## src/lcfm_pkg.sv

```systemverilog
// Constants shared by the LED channel fault monitor
package lcfm_pkg;
   localparam int NCH = 12;
   localparam int CLK_PERIOD_NS = 20;
   localparam int QUAL_TIME_NS = 5000;
   localparam int QUAL_CYCLES = (QUAL_TIME_NS + CLK_PERIOD_NS - 1) / CLK_PERIOD_NS;
   localparam int CNT_W = 9;
   localparam logic [CNT_W-1:0] QUAL_LIMIT = CNT_W'(QUAL_CYCLES);
   localparam logic [CNT_W-1:0] CNT_ZERO = 9'h000;
   localparam logic [CNT_W-1:0] CNT_ONE = 9'h001;
   // Register byte offsets
   localparam logic [11:0] ADDR_CTRL = 12'h000;
   localparam logic [11:0] ADDR_OE_MASK = 12'h004;
   localparam logic [11:0] ADDR_HS_MASK = 12'h008;
   localparam logic [11:0] ADDR_GS_MASK = 12'h00c;
   localparam logic [11:0] ADDR_OP_MASK = 12'h010;
   localparam logic [11:0] ADDR_STATUS1 = 12'h014;
   localparam logic [11:0] ADDR_CURRENT_REFERENCE_PIN = 12'h018;
   localparam logic [11:0] ADDR_HS_RES = 12'h01c;
   localparam logic [11:0] ADDR_GS_RES = 12'h020;
   localparam logic [11:0] ADDR_OP_RES = 12'h024;
   localparam logic [11:0] ADDR_AJ_RES = 12'h028;
   localparam logic [11:0] ADDR_CMD = 12'h02c;
   // Register indices from decode
   localparam logic [3:0] IDX_CTRL = 4'h0;
   localparam logic [3:0] IDX_OE_MASK = 4'h1;
   localparam logic [3:0] IDX_HS_MASK = 4'h2;
   localparam logic [3:0] IDX_GS_MASK = 4'h3;
   localparam logic [3:0] IDX_OP_MASK = 4'h4;
   localparam logic [3:0] IDX_STATUS1 = 4'h5;
   localparam logic [3:0] IDX_CURRENT_REFERENCE_PIN = 4'h6;
   localparam logic [3:0] IDX_HS_RES = 4'h7;
   localparam logic [3:0] IDX_GS_RES = 4'h8;
   localparam logic [3:0] IDX_OP_RES = 4'h9;
   localparam logic [3:0] IDX_AJ_RES = 4'ha;
   localparam logic [3:0] IDX_CMD = 4'hb;
   localparam logic [3:0] IDX_NONE = 4'hf;
   // Control register fields
   localparam int CTRL_HS_GLOBAL = 0;
   localparam int CTRL_GS_GLOBAL = 1;
   localparam int CTRL_OP_GLOBAL = 2;
   localparam int CTRL_AJ_GLOBAL = 3;
   localparam int CTRL_VSEL_LSB = 4;
   localparam int CTRL_W = 6;
   // Status flag group 1 fields
   localparam int ST_OVERTEMP = 0;
   localparam int ST_ANY_SHORT = 1;
   localparam int ST_ANY_OPEN = 2;
   localparam int ST_ANY_ADJ = 3;
   localparam int ST_SUPPLY_LOW = 4;
   localparam int ST_CLOCK_FAULT = 5;
   localparam int ST_RESET_EVENT = 6;
   localparam int ST_W = 7;
   // Command register field
   localparam int CMD_STATUS_RESET = 0;
   // Reset values
   localparam logic [CTRL_W-1:0] CTRL_RESET = 6'h00;
   localparam logic [NCH-1:0] MASK_RESET = 12'h000;
   localparam logic [NCH-1:0] RES_RESET = 12'h000;
   localparam logic [31:0] DATA_ZERO = 32'h0000_0000;
   // Supply threshold select code that leaves detection off
   localparam logic [1:0] VSEL_OFF = 2'h0;
   // Reference resistor diagnosis codes that signal a fault
   localparam logic [1:0] CURRENT_REFERENCE_PIN_BAD_LO = 2'h0;
   localparam logic [1:0] CURRENT_REFERENCE_PIN_BAD_HI = 2'h3;
endpackage

```

## src/lcfm_sync.sv

```systemverilog
// Two flip-flop synchroniser for comparator outputs
module lcfm_sync #(
   parameter int W = 1
) (
   input wire logic pclk,
   input wire logic presetn,
   input wire logic [W-1:0] async_in,
   output logic [W-1:0] sync_out
);
   typedef struct packed {
      logic [W-1:0] stage1;
      logic [W-1:0] stage2;
   } lcfm_sync_state_t;

   lcfm_sync_state_t r;
   lcfm_sync_state_t next_r;

   always_comb begin
      next_r = r;
      next_r.stage1 = async_in;
      next_r.stage2 = r.stage1;
   end

   always_ff @(posedge pclk or negedge presetn) begin
      if (!presetn) begin
         r <= '0;
      end else begin
         r <= next_r;
      end
   end

   assign sync_out = r.stage2;
endmodule

```

## src/lcfm_hold_timer.sv

```systemverilog
// Measures how long a level has been stable high or low
module lcfm_hold_timer (
   input wire logic pclk,
   input wire logic presetn,
   input wire logic level,
   output logic long_high,
   output logic long_low
);
   typedef struct packed {
      logic prev;
      logic [lcfm_pkg::CNT_W-1:0] cnt;
   } lcfm_timer_state_t;

   lcfm_timer_state_t r;
   lcfm_timer_state_t next_r;

   always_comb begin
      next_r = r;
      next_r.prev = level;
      if (level != r.prev) begin
         next_r.cnt = lcfm_pkg::CNT_ZERO;
      end else if (r.cnt <= lcfm_pkg::QUAL_LIMIT) begin
         next_r.cnt = r.cnt + lcfm_pkg::CNT_ONE;
      end
   end

   always_ff @(posedge pclk or negedge presetn) begin
      if (!presetn) begin
         r <= '0;
      end else begin
         r <= next_r;
      end
   end

   // Stable for more than the qualification time
   assign long_high = r.prev && (r.cnt > lcfm_pkg::QUAL_LIMIT);
   assign long_low = !r.prev && (r.cnt > lcfm_pkg::QUAL_LIMIT);
endmodule

```

## src/lcfm_fault_monitor.sv

```systemverilog
// LED channel fault monitor with APB register access
//
// The APB slave port and the register offsets were decided locally.
module lcfm_fault_monitor (
   input wire logic pclk,
   input wire logic presetn,
   input wire logic psel,
   input wire logic penable,
   input wire logic pwrite,
   input wire logic [11:0] paddr,
   input wire logic [31:0] pwdata,
   output logic [31:0] prdata,
   output logic pready,
   output logic pslverr,
   input wire logic [lcfm_pkg::NCH-1:0] led_lit,
   input wire logic [lcfm_pkg::NCH-1:0] cmp_diff_below_short,
   input wire logic [lcfm_pkg::NCH-1:0] cmp_out_below_open,
   input wire logic [lcfm_pkg::NCH-1:0] cmp_diff_above_short,
   input wire logic cmp_sense_below_supply,
   input wire logic overtemp_warn_in,
   input wire logic clock_fault_in,
   input wire logic [1:0] current_reference_pin_diag_result,
   input wire logic supply_detect_reset,
   output logic fault_out,
   output logic fault_oe
);
   localparam int N = lcfm_pkg::NCH;

   typedef struct packed {
      logic [lcfm_pkg::CTRL_W-1:0] ctrl;
      logic [N-1:0] output_enable_mask;
      logic [N-1:0] high_short_chan_mask;
      logic [N-1:0] ground_short_chan_mask;
      logic [N-1:0] open_chan_mask;
      logic [N-1:0] high_short_result;
      logic [N-1:0] ground_short_result;
      logic [N-1:0] open_result;
      logic [N-1:0] adjacent_result;
      logic overtemp_warn_flag;
      logic any_short_flag;
      logic any_open_flag;
      logic any_adjacent_short_flag;
      logic supply_low_flag;
      logic clock_fault_flag;
      logic reset_event_flag;
      logic [1:0] current_reference_pin;
      logic [31:0] rdata;
      logic slverr;
      logic fault;
   } lcfm_state_t;

   lcfm_state_t r;
   lcfm_state_t next_r;

   // Maps a byte address to a register index
   function automatic logic [3:0] reg_index(input logic [11:0] addr);
      unique case (addr)
         lcfm_pkg::ADDR_CTRL: reg_index = lcfm_pkg::IDX_CTRL;
         lcfm_pkg::ADDR_OE_MASK: reg_index = lcfm_pkg::IDX_OE_MASK;
         lcfm_pkg::ADDR_HS_MASK: reg_index = lcfm_pkg::IDX_HS_MASK;
         lcfm_pkg::ADDR_GS_MASK: reg_index = lcfm_pkg::IDX_GS_MASK;
         lcfm_pkg::ADDR_OP_MASK: reg_index = lcfm_pkg::IDX_OP_MASK;
         lcfm_pkg::ADDR_STATUS1: reg_index = lcfm_pkg::IDX_STATUS1;
         lcfm_pkg::ADDR_CURRENT_REFERENCE_PIN: reg_index = lcfm_pkg::IDX_CURRENT_REFERENCE_PIN;
         lcfm_pkg::ADDR_HS_RES: reg_index = lcfm_pkg::IDX_HS_RES;
         lcfm_pkg::ADDR_GS_RES: reg_index = lcfm_pkg::IDX_GS_RES;
         lcfm_pkg::ADDR_OP_RES: reg_index = lcfm_pkg::IDX_OP_RES;
         lcfm_pkg::ADDR_AJ_RES: reg_index = lcfm_pkg::IDX_AJ_RES;
         lcfm_pkg::ADDR_CMD: reg_index = lcfm_pkg::IDX_CMD;
         default: reg_index = lcfm_pkg::IDX_NONE;
      endcase
   endfunction

   // Reference resistor diagnosis reads as a fault
   function automatic logic current_reference_pin_bad(input logic [1:0] code);
      current_reference_pin_bad = (code == lcfm_pkg::CURRENT_REFERENCE_PIN_BAD_LO) || (code == lcfm_pkg::CURRENT_REFERENCE_PIN_BAD_HI);
   endfunction

   // Synchronised comparator outputs
   logic [N-1:0] s_diff_below_short;
   logic [N-1:0] s_out_below_open;
   logic [N-1:0] s_diff_above_short;
   logic s_sense_low;

   lcfm_sync #(.W(3 * N + 1)) u_sync (
      .pclk(pclk),
      .presetn(presetn),
      .async_in({cmp_diff_below_short, cmp_out_below_open, cmp_diff_above_short, cmp_sense_below_supply}),
      .sync_out({s_diff_below_short, s_out_below_open, s_diff_above_short, s_sense_low})
   );

   // Per channel lit, unlit and neighbour-difference qualification
   logic [N-1:0] lit_long;
   logic [N-1:0] unlit_long;
   logic [N-1:0] nb_diff;
   logic [N-1:0] nb_diff_long;

   genvar g;
   generate
      for (g = 0; g < N; g++) begin : gen_chan
         logic left_diff;
         logic right_diff;
         if (g == 0) begin : gen_first
            assign left_diff = 1'b0;
         end else begin : gen_left
            assign left_diff = led_lit[g] ^ led_lit[g-1];
         end
         if (g == N - 1) begin : gen_last
            assign right_diff = 1'b0;
         end else begin : gen_right
            assign right_diff = led_lit[g] ^ led_lit[g+1];
         end
         assign nb_diff[g] = left_diff | right_diff;

         lcfm_hold_timer u_lit (
            .pclk(pclk),
            .presetn(presetn),
            .level(led_lit[g]),
            .long_high(lit_long[g]),
            .long_low(unlit_long[g])
         );

         lcfm_hold_timer u_adj (
            .pclk(pclk),
            .presetn(presetn),
            .level(nb_diff[g]),
            .long_high(nb_diff_long[g]),
            .long_low()
         );
      end
   endgenerate

   // Detection enables per channel
   logic [N-1:0] hs_active;
   logic [N-1:0] gs_active;
   logic [N-1:0] op_active;
   logic [N-1:0] aj_active;
   logic vsel_on;
   logic [3:0] idx;
   logic wr_access;
   logic setup;
   logic clr;
   logic [N-1:0] hs_set;
   logic [N-1:0] gs_set;
   logic [N-1:0] op_set;
   logic [N-1:0] aj_set;
   logic [lcfm_pkg::ST_W-1:0] status1;

   always_comb begin
      hs_active = r.output_enable_mask & r.high_short_chan_mask
         & {N{r.ctrl[lcfm_pkg::CTRL_HS_GLOBAL]}} & lit_long;
      gs_active = r.ground_short_chan_mask & {N{r.ctrl[lcfm_pkg::CTRL_GS_GLOBAL]}} & unlit_long;
      op_active = r.output_enable_mask & r.open_chan_mask
         & {N{r.ctrl[lcfm_pkg::CTRL_OP_GLOBAL]}} & lit_long;
      aj_active = {N{r.ctrl[lcfm_pkg::CTRL_AJ_GLOBAL]}} & nb_diff_long;
      vsel_on = r.ctrl[lcfm_pkg::CTRL_VSEL_LSB +: 2] != lcfm_pkg::VSEL_OFF;
      hs_set = hs_active & s_diff_below_short;
      gs_set = gs_active & s_out_below_open;
      op_set = op_active & s_out_below_open;
      aj_set = aj_active & s_diff_above_short;
   end

   always_comb begin
      idx = reg_index(paddr);
      setup = psel && !penable;
      wr_access = psel && penable && pwrite && (idx != lcfm_pkg::IDX_NONE);
      clr = wr_access && (idx == lcfm_pkg::IDX_CMD) && pwdata[lcfm_pkg::CMD_STATUS_RESET];
      status1 = '0;
      status1[lcfm_pkg::ST_OVERTEMP] = r.overtemp_warn_flag;
      status1[lcfm_pkg::ST_ANY_SHORT] = r.any_short_flag;
      status1[lcfm_pkg::ST_ANY_OPEN] = r.any_open_flag;
      status1[lcfm_pkg::ST_ANY_ADJ] = r.any_adjacent_short_flag;
      status1[lcfm_pkg::ST_SUPPLY_LOW] = r.supply_low_flag;
      status1[lcfm_pkg::ST_CLOCK_FAULT] = r.clock_fault_flag;
      status1[lcfm_pkg::ST_RESET_EVENT] = r.reset_event_flag;
   end

   always_comb begin
      next_r = r;
      next_r.current_reference_pin = current_reference_pin_diag_result;
      // Register writes take effect in the access phase
      if (wr_access) begin
         unique case (idx)
            lcfm_pkg::IDX_CTRL: next_r.ctrl = pwdata[lcfm_pkg::CTRL_W-1:0];
            lcfm_pkg::IDX_OE_MASK: next_r.output_enable_mask = pwdata[N-1:0];
            lcfm_pkg::IDX_HS_MASK: next_r.high_short_chan_mask = pwdata[N-1:0];
            lcfm_pkg::IDX_GS_MASK: next_r.ground_short_chan_mask = pwdata[N-1:0];
            lcfm_pkg::IDX_OP_MASK: next_r.open_chan_mask = pwdata[N-1:0];
            default: begin
            end
         endcase
      end
      // Sticky results: a set in the clearing cycle wins
      next_r.high_short_result = (r.high_short_result & ~{N{clr}}) | hs_set;
      next_r.ground_short_result = (r.ground_short_result & ~{N{clr}}) | gs_set;
      next_r.open_result = (r.open_result & ~{N{clr}}) | op_set;
      next_r.adjacent_result = (r.adjacent_result & ~{N{clr}}) | aj_set;
      next_r.any_short_flag = (r.any_short_flag && !clr) || (|hs_set) || (|gs_set);
      next_r.any_open_flag = (r.any_open_flag && !clr) || (|op_set);
      next_r.any_adjacent_short_flag = (r.any_adjacent_short_flag && !clr) || (|aj_set);
      next_r.supply_low_flag = (r.supply_low_flag && !clr) || (vsel_on && s_sense_low);
      next_r.overtemp_warn_flag = (r.overtemp_warn_flag && !clr) || overtemp_warn_in;
      next_r.clock_fault_flag = (r.clock_fault_flag && !clr) || clock_fault_in;
      next_r.reset_event_flag = (r.reset_event_flag && !clr) || supply_detect_reset;
      // Read data is captured in the setup phase
      if (setup) begin
         next_r.slverr = (idx == lcfm_pkg::IDX_NONE);
         unique case (idx)
            lcfm_pkg::IDX_CTRL: next_r.rdata = 32'(r.ctrl);
            lcfm_pkg::IDX_OE_MASK: next_r.rdata = 32'(r.output_enable_mask);
            lcfm_pkg::IDX_HS_MASK: next_r.rdata = 32'(r.high_short_chan_mask);
            lcfm_pkg::IDX_GS_MASK: next_r.rdata = 32'(r.ground_short_chan_mask);
            lcfm_pkg::IDX_OP_MASK: next_r.rdata = 32'(r.open_chan_mask);
            lcfm_pkg::IDX_STATUS1: next_r.rdata = 32'(status1);
            lcfm_pkg::IDX_CURRENT_REFERENCE_PIN: next_r.rdata = 32'(r.current_reference_pin);
            lcfm_pkg::IDX_HS_RES: next_r.rdata = 32'(r.high_short_result);
            lcfm_pkg::IDX_GS_RES: next_r.rdata = 32'(r.ground_short_result);
            lcfm_pkg::IDX_OP_RES: next_r.rdata = 32'(r.open_result);
            lcfm_pkg::IDX_AJ_RES: next_r.rdata = 32'(r.adjacent_result);
            default: next_r.rdata = lcfm_pkg::DATA_ZERO;
         endcase
      end
      // Fault pin pull-down request
      next_r.fault = next_r.overtemp_warn_flag || next_r.any_short_flag || next_r.any_open_flag
         || next_r.any_adjacent_short_flag || next_r.supply_low_flag || next_r.clock_fault_flag
         || next_r.reset_event_flag || current_reference_pin_bad(current_reference_pin_diag_result);
   end

   always_ff @(posedge pclk or negedge presetn) begin
      if (!presetn) begin
         r <= '0;
         r.ctrl <= lcfm_pkg::CTRL_RESET;
         r.output_enable_mask <= lcfm_pkg::MASK_RESET;
         r.high_short_chan_mask <= lcfm_pkg::MASK_RESET;
         r.ground_short_chan_mask <= lcfm_pkg::MASK_RESET;
         r.open_chan_mask <= lcfm_pkg::MASK_RESET;
         r.high_short_result <= lcfm_pkg::RES_RESET;
         r.ground_short_result <= lcfm_pkg::RES_RESET;
         r.open_result <= lcfm_pkg::RES_RESET;
         r.adjacent_result <= lcfm_pkg::RES_RESET;
         r.reset_event_flag <= 1'b1;
         r.fault <= 1'b1;
      end else begin
         r <= next_r;
      end
   end

   assign prdata = r.rdata;
   assign pready = psel && penable;
   assign pslverr = psel && penable && r.slverr;
   // Open drain: drive low only while a fault is present
   assign fault_out = 1'b0;
   assign fault_oe = r.fault;
endmodule

```

## config.mk

```make
export PLATFORM = sky130hd
export DESIGN_NAME = lcfm_fault_monitor
export DESIGN_NICKNAME = d
export VERILOG_FILES = /design/src/lcfm_pkg.sv /design/src/lcfm_sync.sv /design/src/lcfm_hold_timer.sv /design/src/lcfm_fault_monitor.sv
export SDC_FILE = /design/constraint.sdc
export NUM_CORES = 1
export LEC_CHECK = 0
export BUFFER_PORTS_ARGS = -buffer_cell sky130_fd_sc_hd__buf_2
export CAP_MARGIN = 10
export CELL_PAD_IN_SITES_DETAIL_PLACEMENT = 1
export CELL_PAD_IN_SITES_GLOBAL_PLACEMENT = 1
export CORE_MARGIN = 8
export CORE_UTILIZATION = 38
export CTS_CLUSTER_DIAMETER = 50
export DETAILED_ROUTE_END_ITERATION = 16
export PLACE_DENSITY = 0.64
export SYNTH_ARGS = -nofsm -noshare
export SYNTH_HDL_FRONTEND = slang
export SYNTH_SLANG_ARGS = --single-unit
```

## constraint.sdc

```tcl
create_clock -name pclk -period 5.8 [get_ports pclk]
set_input_delay 0.58 -clock pclk [delete_from_list [all_inputs] [get_ports pclk]]
set_output_delay 0.58 -clock pclk [all_outputs]
set_load 0.03 [all_outputs]
```

Word-level counts from Yosys, hierarchy flattened
Cells that the tools add are included.

Register bits: 459. Input port bits: 103. Word-level logic and storage cells: 402.

Muxes and demuxes: 50. $add $sub $neg: 24. Magnitude comparators: 48. Reduce and logical (&&, ||, !) cells: 118. Bitwise operators: 43. Equality and inequality tests: 49.

Operators with widths (number): 9-bit two-way mux (48); 9-bit by 1-bit adder with 9-bit output, second input constant (24); 9-bit by 8-bit greater-than comparator with 1-bit output, second input constant (24); 9-bit by 8-bit less-or-equal comparator with 1-bit output, second input constant (24); 12-bit bitwise AND (17); 12-bit one-hot mux with 11 select lines (1); 1-bit logical AND (51); 2-bit nonzero test (25); 12-bit by 5-bit == test with 1-bit output, second input constant (4); 12-bit by 6-bit == test with 1-bit output, second input constant (4); 12-bit OR (4); 4-bit one-hot mux with 12 select lines (1); 12-bit OR reduction (4); 12-bit by 4-bit == test with 1-bit output, second input constant (2); 1-bit != test (24); 4-bit == test, second input constant (5); 4-bit by 3-bit == test with 1-bit output, second input constant (4); 1-bit logical OR (16); 1-bit zero test (14); 12-bit by 3-bit == test with 1-bit output, second input constant (1); 12-bit zero test (1); 12-bit inverter (1); 1-bit bitwise XOR (11); 1-bit OR (10); other kinds (7) (12).

Depth between registers and ports, before layout
Gate-level depths: netlist of run 1.

Depth after elaboration: 17. Depth in mapped cells: 9.

Cells and area by module
From an unflattened synthesis of run 1, not the netlist that was laid out.

Cell total of the unflattened synthesis: 1972. Area, all modules: 21872.2 sq um.

Modules (own cells, without submodules): lcfm_hold_timer (sequential area each 250.2 sq um, times used 24, area each 565.5 sq um, cells an instance 53); lcfm_fault_monitor (sequential area each 3130.5 sq um, times used 1, area each 6447.4 sq um, cells an instance 626); lcfm_sync (sequential area each 1851.8 sq um, times used 1, area each 1851.8 sq um, cells an instance 74).

Worst setup path after synthesis of run 1
Ideal clock, no wire load.

Path kind: input to register. Start point: in paddr[7]. End point: reg r[129] in the netlist's numbering. Data required time: 5.675 ns. Arrival: 2.198 ns. Slack: 3.477 ns. Stages: 6. Path through: nor4_2 nand4_1 nor2_1 and3b_1 buf_4 mux2_2.

Longest elaborated chain between the ends: 5. Elaborated cells between the ends (all ways): 17. Those cells by class: eq/ne (13); mux (1); reduce/logical (3).

RTL lines: start: declaration (line lcfm_fault_monitor.sv:10) `input wire logic [11:0] paddr,`; 12-bit by 6-bit == test with 1-bit output (tied with other cells) (line lcfm_fault_monitor.sv:57) `unique case (addr)`; 4-bit one-hot mux with 12 select lines (*) (line lcfm_fault_monitor.sv:57); 4-bit != test (line lcfm_fault_monitor.sv:166) `wr_access = psel && penable && pwrite && (idx != lcfm_pkg::IDX_NONE);`; 1-bit logical AND (line lcfm_fault_monitor.sv:166); 2-bit AND reduction (no source line) (*); end signal: assignment (line lcfm_fault_monitor.sv:244) `r <= next_r;`; end: declaration (line lcfm_fault_monitor.sv:52) `lcfm_state_t r;`.

Mark *: on every way between the ends. The rest lies on a longest branch, timed or not. A chain may end at the register's enable or synchronous reset.

Worst setup path in the final report of run 1
Start point: in paddr[7]. End point: reg r[130] in the netlist's numbering.

The elaborated chain is that of the path after synthesis.

==> out/qor.yml, run 1 <==
area_delta_synth_final_pct: 15.78
tritoncts: "yes"
relSlewSlack: 0.2920
hp-class: "input pin to asynchronous set/reset pin"
setup_tns_ps: 0
synthesis.instances: 1752
synth_edf_count: 0
io_pins: 139
rows: 83
cts_setup_buffers: 0
grt_start_max_net_pins: 118
ctsHtreeMaxLevel: 2
seq_area_frac_synth: 0.5612
hpwl_mm: 35.88
first_pass_iters: 5
port_buffers: 97
r2r_setup_slack_ps: 3300
finalMaxSlewViolations: 0
rsz0062_at_grt: "no"
yosys.area.top_type: "dfrtp_1"
cts_buffers: 58
drc: 0
core-area_um2: 51090
worst_setup_path_end_kind: "register"
place_area_um2: 20750
antenna_left: 0
cts-root-buf: "clkbuf_16"
period_needed_ps: 3153
clkTransAtPathRegs_ps: 60
synth_ff_type: "dfrtp_1"
tightest_slew_ps: 1056
grt_use_total: 0.1784
regArea_um2: 10990
power_leakage_nw: 10.94
syn_area_um2: 19580
cts-resized-gates: 0
reg2reg_depth: 8
crit_type: "input pin to register"
yosys-top-cells-count: "437 x dfrtp_1, 249 x nor2_1, 131 x xor2_1"
vias: 13768
fin_nets: 2024
gr-total-overflow: 0
die_y_um: 243
synthArstFlopShare: 1.000
cts_buffer_depth: 3
pwr_density_cell_nw_per_um2: 334.3
grt_pass1_wl_mm: 84.85
first_iter_violations: 867
r2r-start: "gen_chan[0].u_lit.r[0]"
cp.arrival_ps: 3650
vias_per_cell: 5.285
cp_max_fo: 12
worst_slack_ps: 2647
yosysTopAreaCellShare: 0.5585
cts.hold.buffers_added: 0
clock-sinks: 439
post_drt_wl_per_cell_um: 20.12
clkLatencyLatePin_ps: 620
multiInputGateArea_um2: 8038
post-route-period-util: 0.5437
n_fill_cell: 5605
cp-start-kind: "input pin"
place.gp.congestion: 0.8110
antenna_found_initial: 5
start_util: 0.3832
layout-drive-gt1-share: 0.1504
final_area_um2: 22670
peakVddDrop_uv: 238.4
first_global_vias: 14670
maxCapViolCount: 0
die_area_um2: 59050
finalHoldViolCount: 0
syn_area_per_cell_um2: 11.18
skew_ps: 18.56
yosysWarnings: 0
critPathRequiredTime_ps: 6300
status: "finished clean"
wl_mm: 52.41
ys_seq_elements: 439
yosysMostFrequentCell: "dfrtp_1"
netlist_top_cells_area: "dfrtp_1 56%, xor2_1 5.9%, nor2_1 4.8%"
synth.distinct_cells: 60
setup_viol: 0
pre_cts_slack_ps: 2112
r2r_end: "fault_oe"
max_freq_ghz: 0.3171
die_w_um: 243
==> worst max path at each step <==
stage,from,endpoint,slack [ps]
floorplan,paddr[7],r[129],3480
CTS,paddr[7],r[130],2820
detailed placement,paddr[7],r[130],2110
finish,paddr[7],r[130],2650
global route,paddr[7],r[130],2590
global placement,paddr[7],r[131],2160
==> power breakdown <==
part           leakage [nW]  total [W]  internal [W]  switching (W)
Combinational          4.34   0.000620      0.000242       0.000378
Sequential             5.68    0.00344       0.00324       0.000198
Clock                 0.923    0.00352       0.00210        0.00142
Total                  10.9    0.00758       0.00558        0.00200
==> cells in the final DEF (no fill, tap or decap), drive strengths merged, types with 35 or more instances in the layout <==
master / instances
xnor2: 35
ha: 48
inv: 72
clkbuf: 77
nor2: 250
mux2: 57
xor2: 131
nand4: 85
a21o: 40
dfrtp: 437
buf: 110
and3: 57
nand2: 118
==> per-layer routing <==
metal,track usage,vias up,wire (um)
met1,0.2396,7078,23710
met4,0.05025,2,1236
met2,0.2909,243,25160
met3,0.03602,99,2282
li1,-,6346,-
met5,0,-,13
==> final cells by class <==
cell class	count	share of cell area
sequential	439	0.4847
inverter	67	0.01109
timing repair buffer	110	0.02726
antenna	3	0.0003311
multi-input combinational	1197	0.3545
tap	680	0.03753
clock inverter	32	0.01380
clock buffer	77	0.07075
==> stage by stage <==
step	power, W	hold slack [ps]	instances	utilization
2_1_floorplan	0.003851	284.4	1772	-
3_3_place_gp	0.004078	334.6	2493	0.4060
3_5_place_dp	0.004119	335.6	2493	0.4060
4_1_cts	0.007700	20.64	2602	0.4436
5_1_grt	0.007937	31.44	2603	0.4436
6_report	0.007578	65.91	2605	0.4437
==> critical path, cell delays in order <==
cell     delay (ps)
buf_2           100
nor4_2          630
nand4_1         500
nor2_1          570
and3b_1         840
mux2_2          420
==> kinds of logic after synthesis <==
kind of cell               share of synthesized area
and+or+nand+nor                               0.1642
DFF                                           0.5612
AOI/OAI and AO/OA                            0.09010
xor gates and xnor gates                     0.07425
buffers and inverters                        0.03310
muxes                                        0.04633
adders and majority gates                    0.03067
other                                      0.0001915
==> sequential cells by signal, summed over array words and instances (netlist names) <==
register and flops:
fault_oe 1, gen_chan.u_adj.r 120, gen_chan.u_lit.r 120, prdata 12
r 112, u_sync.next_r 37, u_sync.sync_out 37
(Power assumes the default switching activity.)
==> run 2: changes to the inputs <==
ABC_AREA = 1   (was default)
PLACE_DENSITY = 0.69   (was 0.64)
clock period = 2.9 ns   (was 5.8 ns; I/O delays follow)
==> run 2 against run 1 <==
Effect of this change: sequential cell count unchanged; first-iteration DRC count grew 3.2%; highest routed layer is now met4; clock skew up 2.6 ps; critical endpoint is now fault_oe; synthesized area grew 1.8%; die area up 1.7%; critical path depth increased by 7; clock power increased by 110%; critical path type is now register to register; count of clock-buffer cells in the layout grew 1; register-to-register slack lost 2600 ps.
==> out/qor.yml, run 2 <==
die_area_um2: 60030
maxCapViolCount: 0
dpl.cell_count: 3082
place.gp.congestion: 0.8446
post_drt_wl_per_cell_um: 16.99
ys_seq_elements: 439
layout-drive-gt1-share: 0.09676
vias_per_cell: 5.002
cts_buffer_depth: 3
synthesis.instances: 2312
netSwitchingPower_w: 0.004240
r2r-start: "gen_chan[5].u_adj.r[0]"
seqPwrFrac: 0.431
first_global_vias: 17618
setup_tns_ps: 0
ctsHtreeMaxLevel: 2
antenna_left: 0
port_buffers: 97
power.internal_w: 0.01149
pre_cts_slack_ps: 628.2
clkTransAtPathRegs_ps: 60
wl_mm: 55.26
die_w_um: 245.0
synth.distinct_cells: 41
min_from: "pwdata[2]"
finalHoldViolCount: 0
worstHoldPathCells: 3
die_y_um: 245.0
finalNonFillerCells: 3252
yosysTopAreaCellShare: 0.5487
syn_area_per_cell_um2: 8.620
core-area_um2: 52240
synth_ff_type: "dfrtp_1"
hp-class: "input pin to register"
yosysWarnings: 0
cts_buffers: 59
cp-start-kind: "register"
tightest_slew_ps: 898.8
skew_ps: 21.16
grt_start_max_net_pins: 103
critPathRequiredTime_ps: 3420
rsz0062_at_grt: "no"
synth_edf_count: 0
drc: 0
crit_start: "gen_chan[5].u_adj.r[0]"
crit_type: "register to register"
period_needed_ps: 2153
tritoncts: "yes"
post-route-period-util: 0.7426
reg2reg_depth: 13
power_frac_clock: 0.467
antenna_found_initial: 1
pwr_density_cell_nw_per_um2: 659.7
multiInputGateArea_um2: 7321
rows: 84
layout_commonest_cell: "nand2_1"
finalMaxSlewViolations: 0
yosysMostFrequentCell: "nand2_1"
start_util: 0.3816
fin_nets: 2665
syn_area_um2: 19930
power_leakage_nw: 11.19
n_fill_cell: 6109
status: "finished clean"
grt_pass1_wl_mm: 92.41
gr-total-overflow: 0
io_pins: 139
cts-root-buf: "clkbuf_16"
first_pass_iters: 5
grt_use_total: 0.1878
final_cell_mix: "468 x nand2_1, 437 x dfrtp_1, 345 x inv_1"
max_freq_ghz: 0.4644
vias: 16265
worst_setup_path_end_kind: "register"
area_delta_synth_final_pct: 19.66
netlist_top_cells_area: "dfrtp_1 55%, nand2_1 8.8%, inv_1 6.5%"
netSwitchingFraction: 0.2695
worst_slack_ps: 746.5
relSlewSlack: 0.4008
cp_max_fo: 8
yosys.area.top_type: "dfrtp_1"
largestRegisters: "gen_chan.u_adj.r: 120 flops, gen_chan.u_lit.r: 120 flops, r: 112 flops"
seq_area_frac_synth: 0.5513
setup_viol: 0
yosys-top-cells-count: "468 x nand2_1, 437 x dfrtp_1, 345 x inv_1"
hpwl_mm: 40.44
synthArstFlopShare: 1.000
clkLatencyLatePin_ps: 610
cp.arrival_ps: 2680
power_frac_comb: 0.101
regArea_um2: 10990
peakVddDrop_uv: 521.8
clock-sinks: 439
first_iter_violations: 895
## run 2: cell types whose count changed after synthesis, moves of 37 or more
cell,delta
mux2_2,-57
o22ai_1,+37
inv_1,+278
xor2_1,-120
o21ai_0,+193
nand2_1,+350
nand3_1,+111
nor3_1,+71
a21oi_1,+86
nor2_1,-47
nand4_1,-61
and3_1,-44
a21o_1,-40
## run 2: routing by layer
layer	vias to the layer above	track usage	share of wire
met4	0	0.06870	0.032
met1	8127	0.2329	0.43
li1	7831	-	-
met2	210	0.3296	0.50
met3	97	0.02804	0.031
met5	-	0	0
## run 2: kinds of logic after synthesis
kind of cell               Yosys count  share of synthesized area
xor gates and xnor gates            38                    0.01745
buffers and inverters              410                    0.08513
and+or+nand+nor                    950                     0.2037
AOI/OAI and AO/OA                  426                     0.1121
adders and majority gates           48                    0.03013
other                                1                  0.0001882
DFF                                439                     0.5513
## run 2: worst paths after layout
kind,endpoint,slack (ps)
worst max-delay path,fault_oe,750
worst max register to register,fault_oe,750
worst min-delay path,r[93],30
max in group asynchronous,r[36],1640
worst min register to register,u_sync.sync_out[15],340
min in group asynchronous,gen_chan[4].u_adj.r[0],380
## run 2: stage by stage
stage,cell area (um^2),hold WS [ps],total power (W),utilization
2_1_floorplan,20010,-5.591,0.007816,-
3_3_place_gp,21230,334.5,0.008302,0.4065
3_5_place_dp,21230,335.5,0.008435,0.4065
4_1_cts,23850,7.640,0.01596,0.4565
5_1_grt,23850,33.27,0.01648,0.4565
6_report,23850,27.72,0.01573,0.4565
## run 2: final cells by class
class | instances | share of cell area
antenna | 1 | 0.0001049
clock buffer | 78 | 0.07172
clock inverter | 32 | 0.01306
inverter | 349 | 0.05493
multi-input combinational | 1483 | 0.3070
sequential | 439 | 0.4608
tap | 688 | 0.03610
timing repair buffer | 182 | 0.05635
## run 2: what timing repair did
item | in CTS | in global routing
hold endpoints to repair | 154 | 0
gates resized for setup | 0 | 0
endpoints found under the setup margin | 0 | 0
hold buffers | 59 | 0
setup buffers | 0 | 0
## run 2: critical path: stages (launching register included)
cell,delay (ps)
dfrtp_1,390
inv_1,120
ha_1,160
o21ai_0,100
nand3_1,90
nand2_1,160
nand2_1,150
nand2_1,70
nor2_1,190
nand3_1,170
nor2_1,190
nand2_1,80
nor2_1,110
nand2_1,110
## run 2: power groups by stage
stage	Clock (W)	Sequential, W	Combinational [W]
floorplan	0	0.00681	0.00101
global placement	0	0.00687	0.00144
detailed placement	0	0.00690	0.00154
CTS	0.00754	0.00679	0.00163
global route	0.00778	0.00684	0.00186
finish	0.00735	0.00679	0.00159
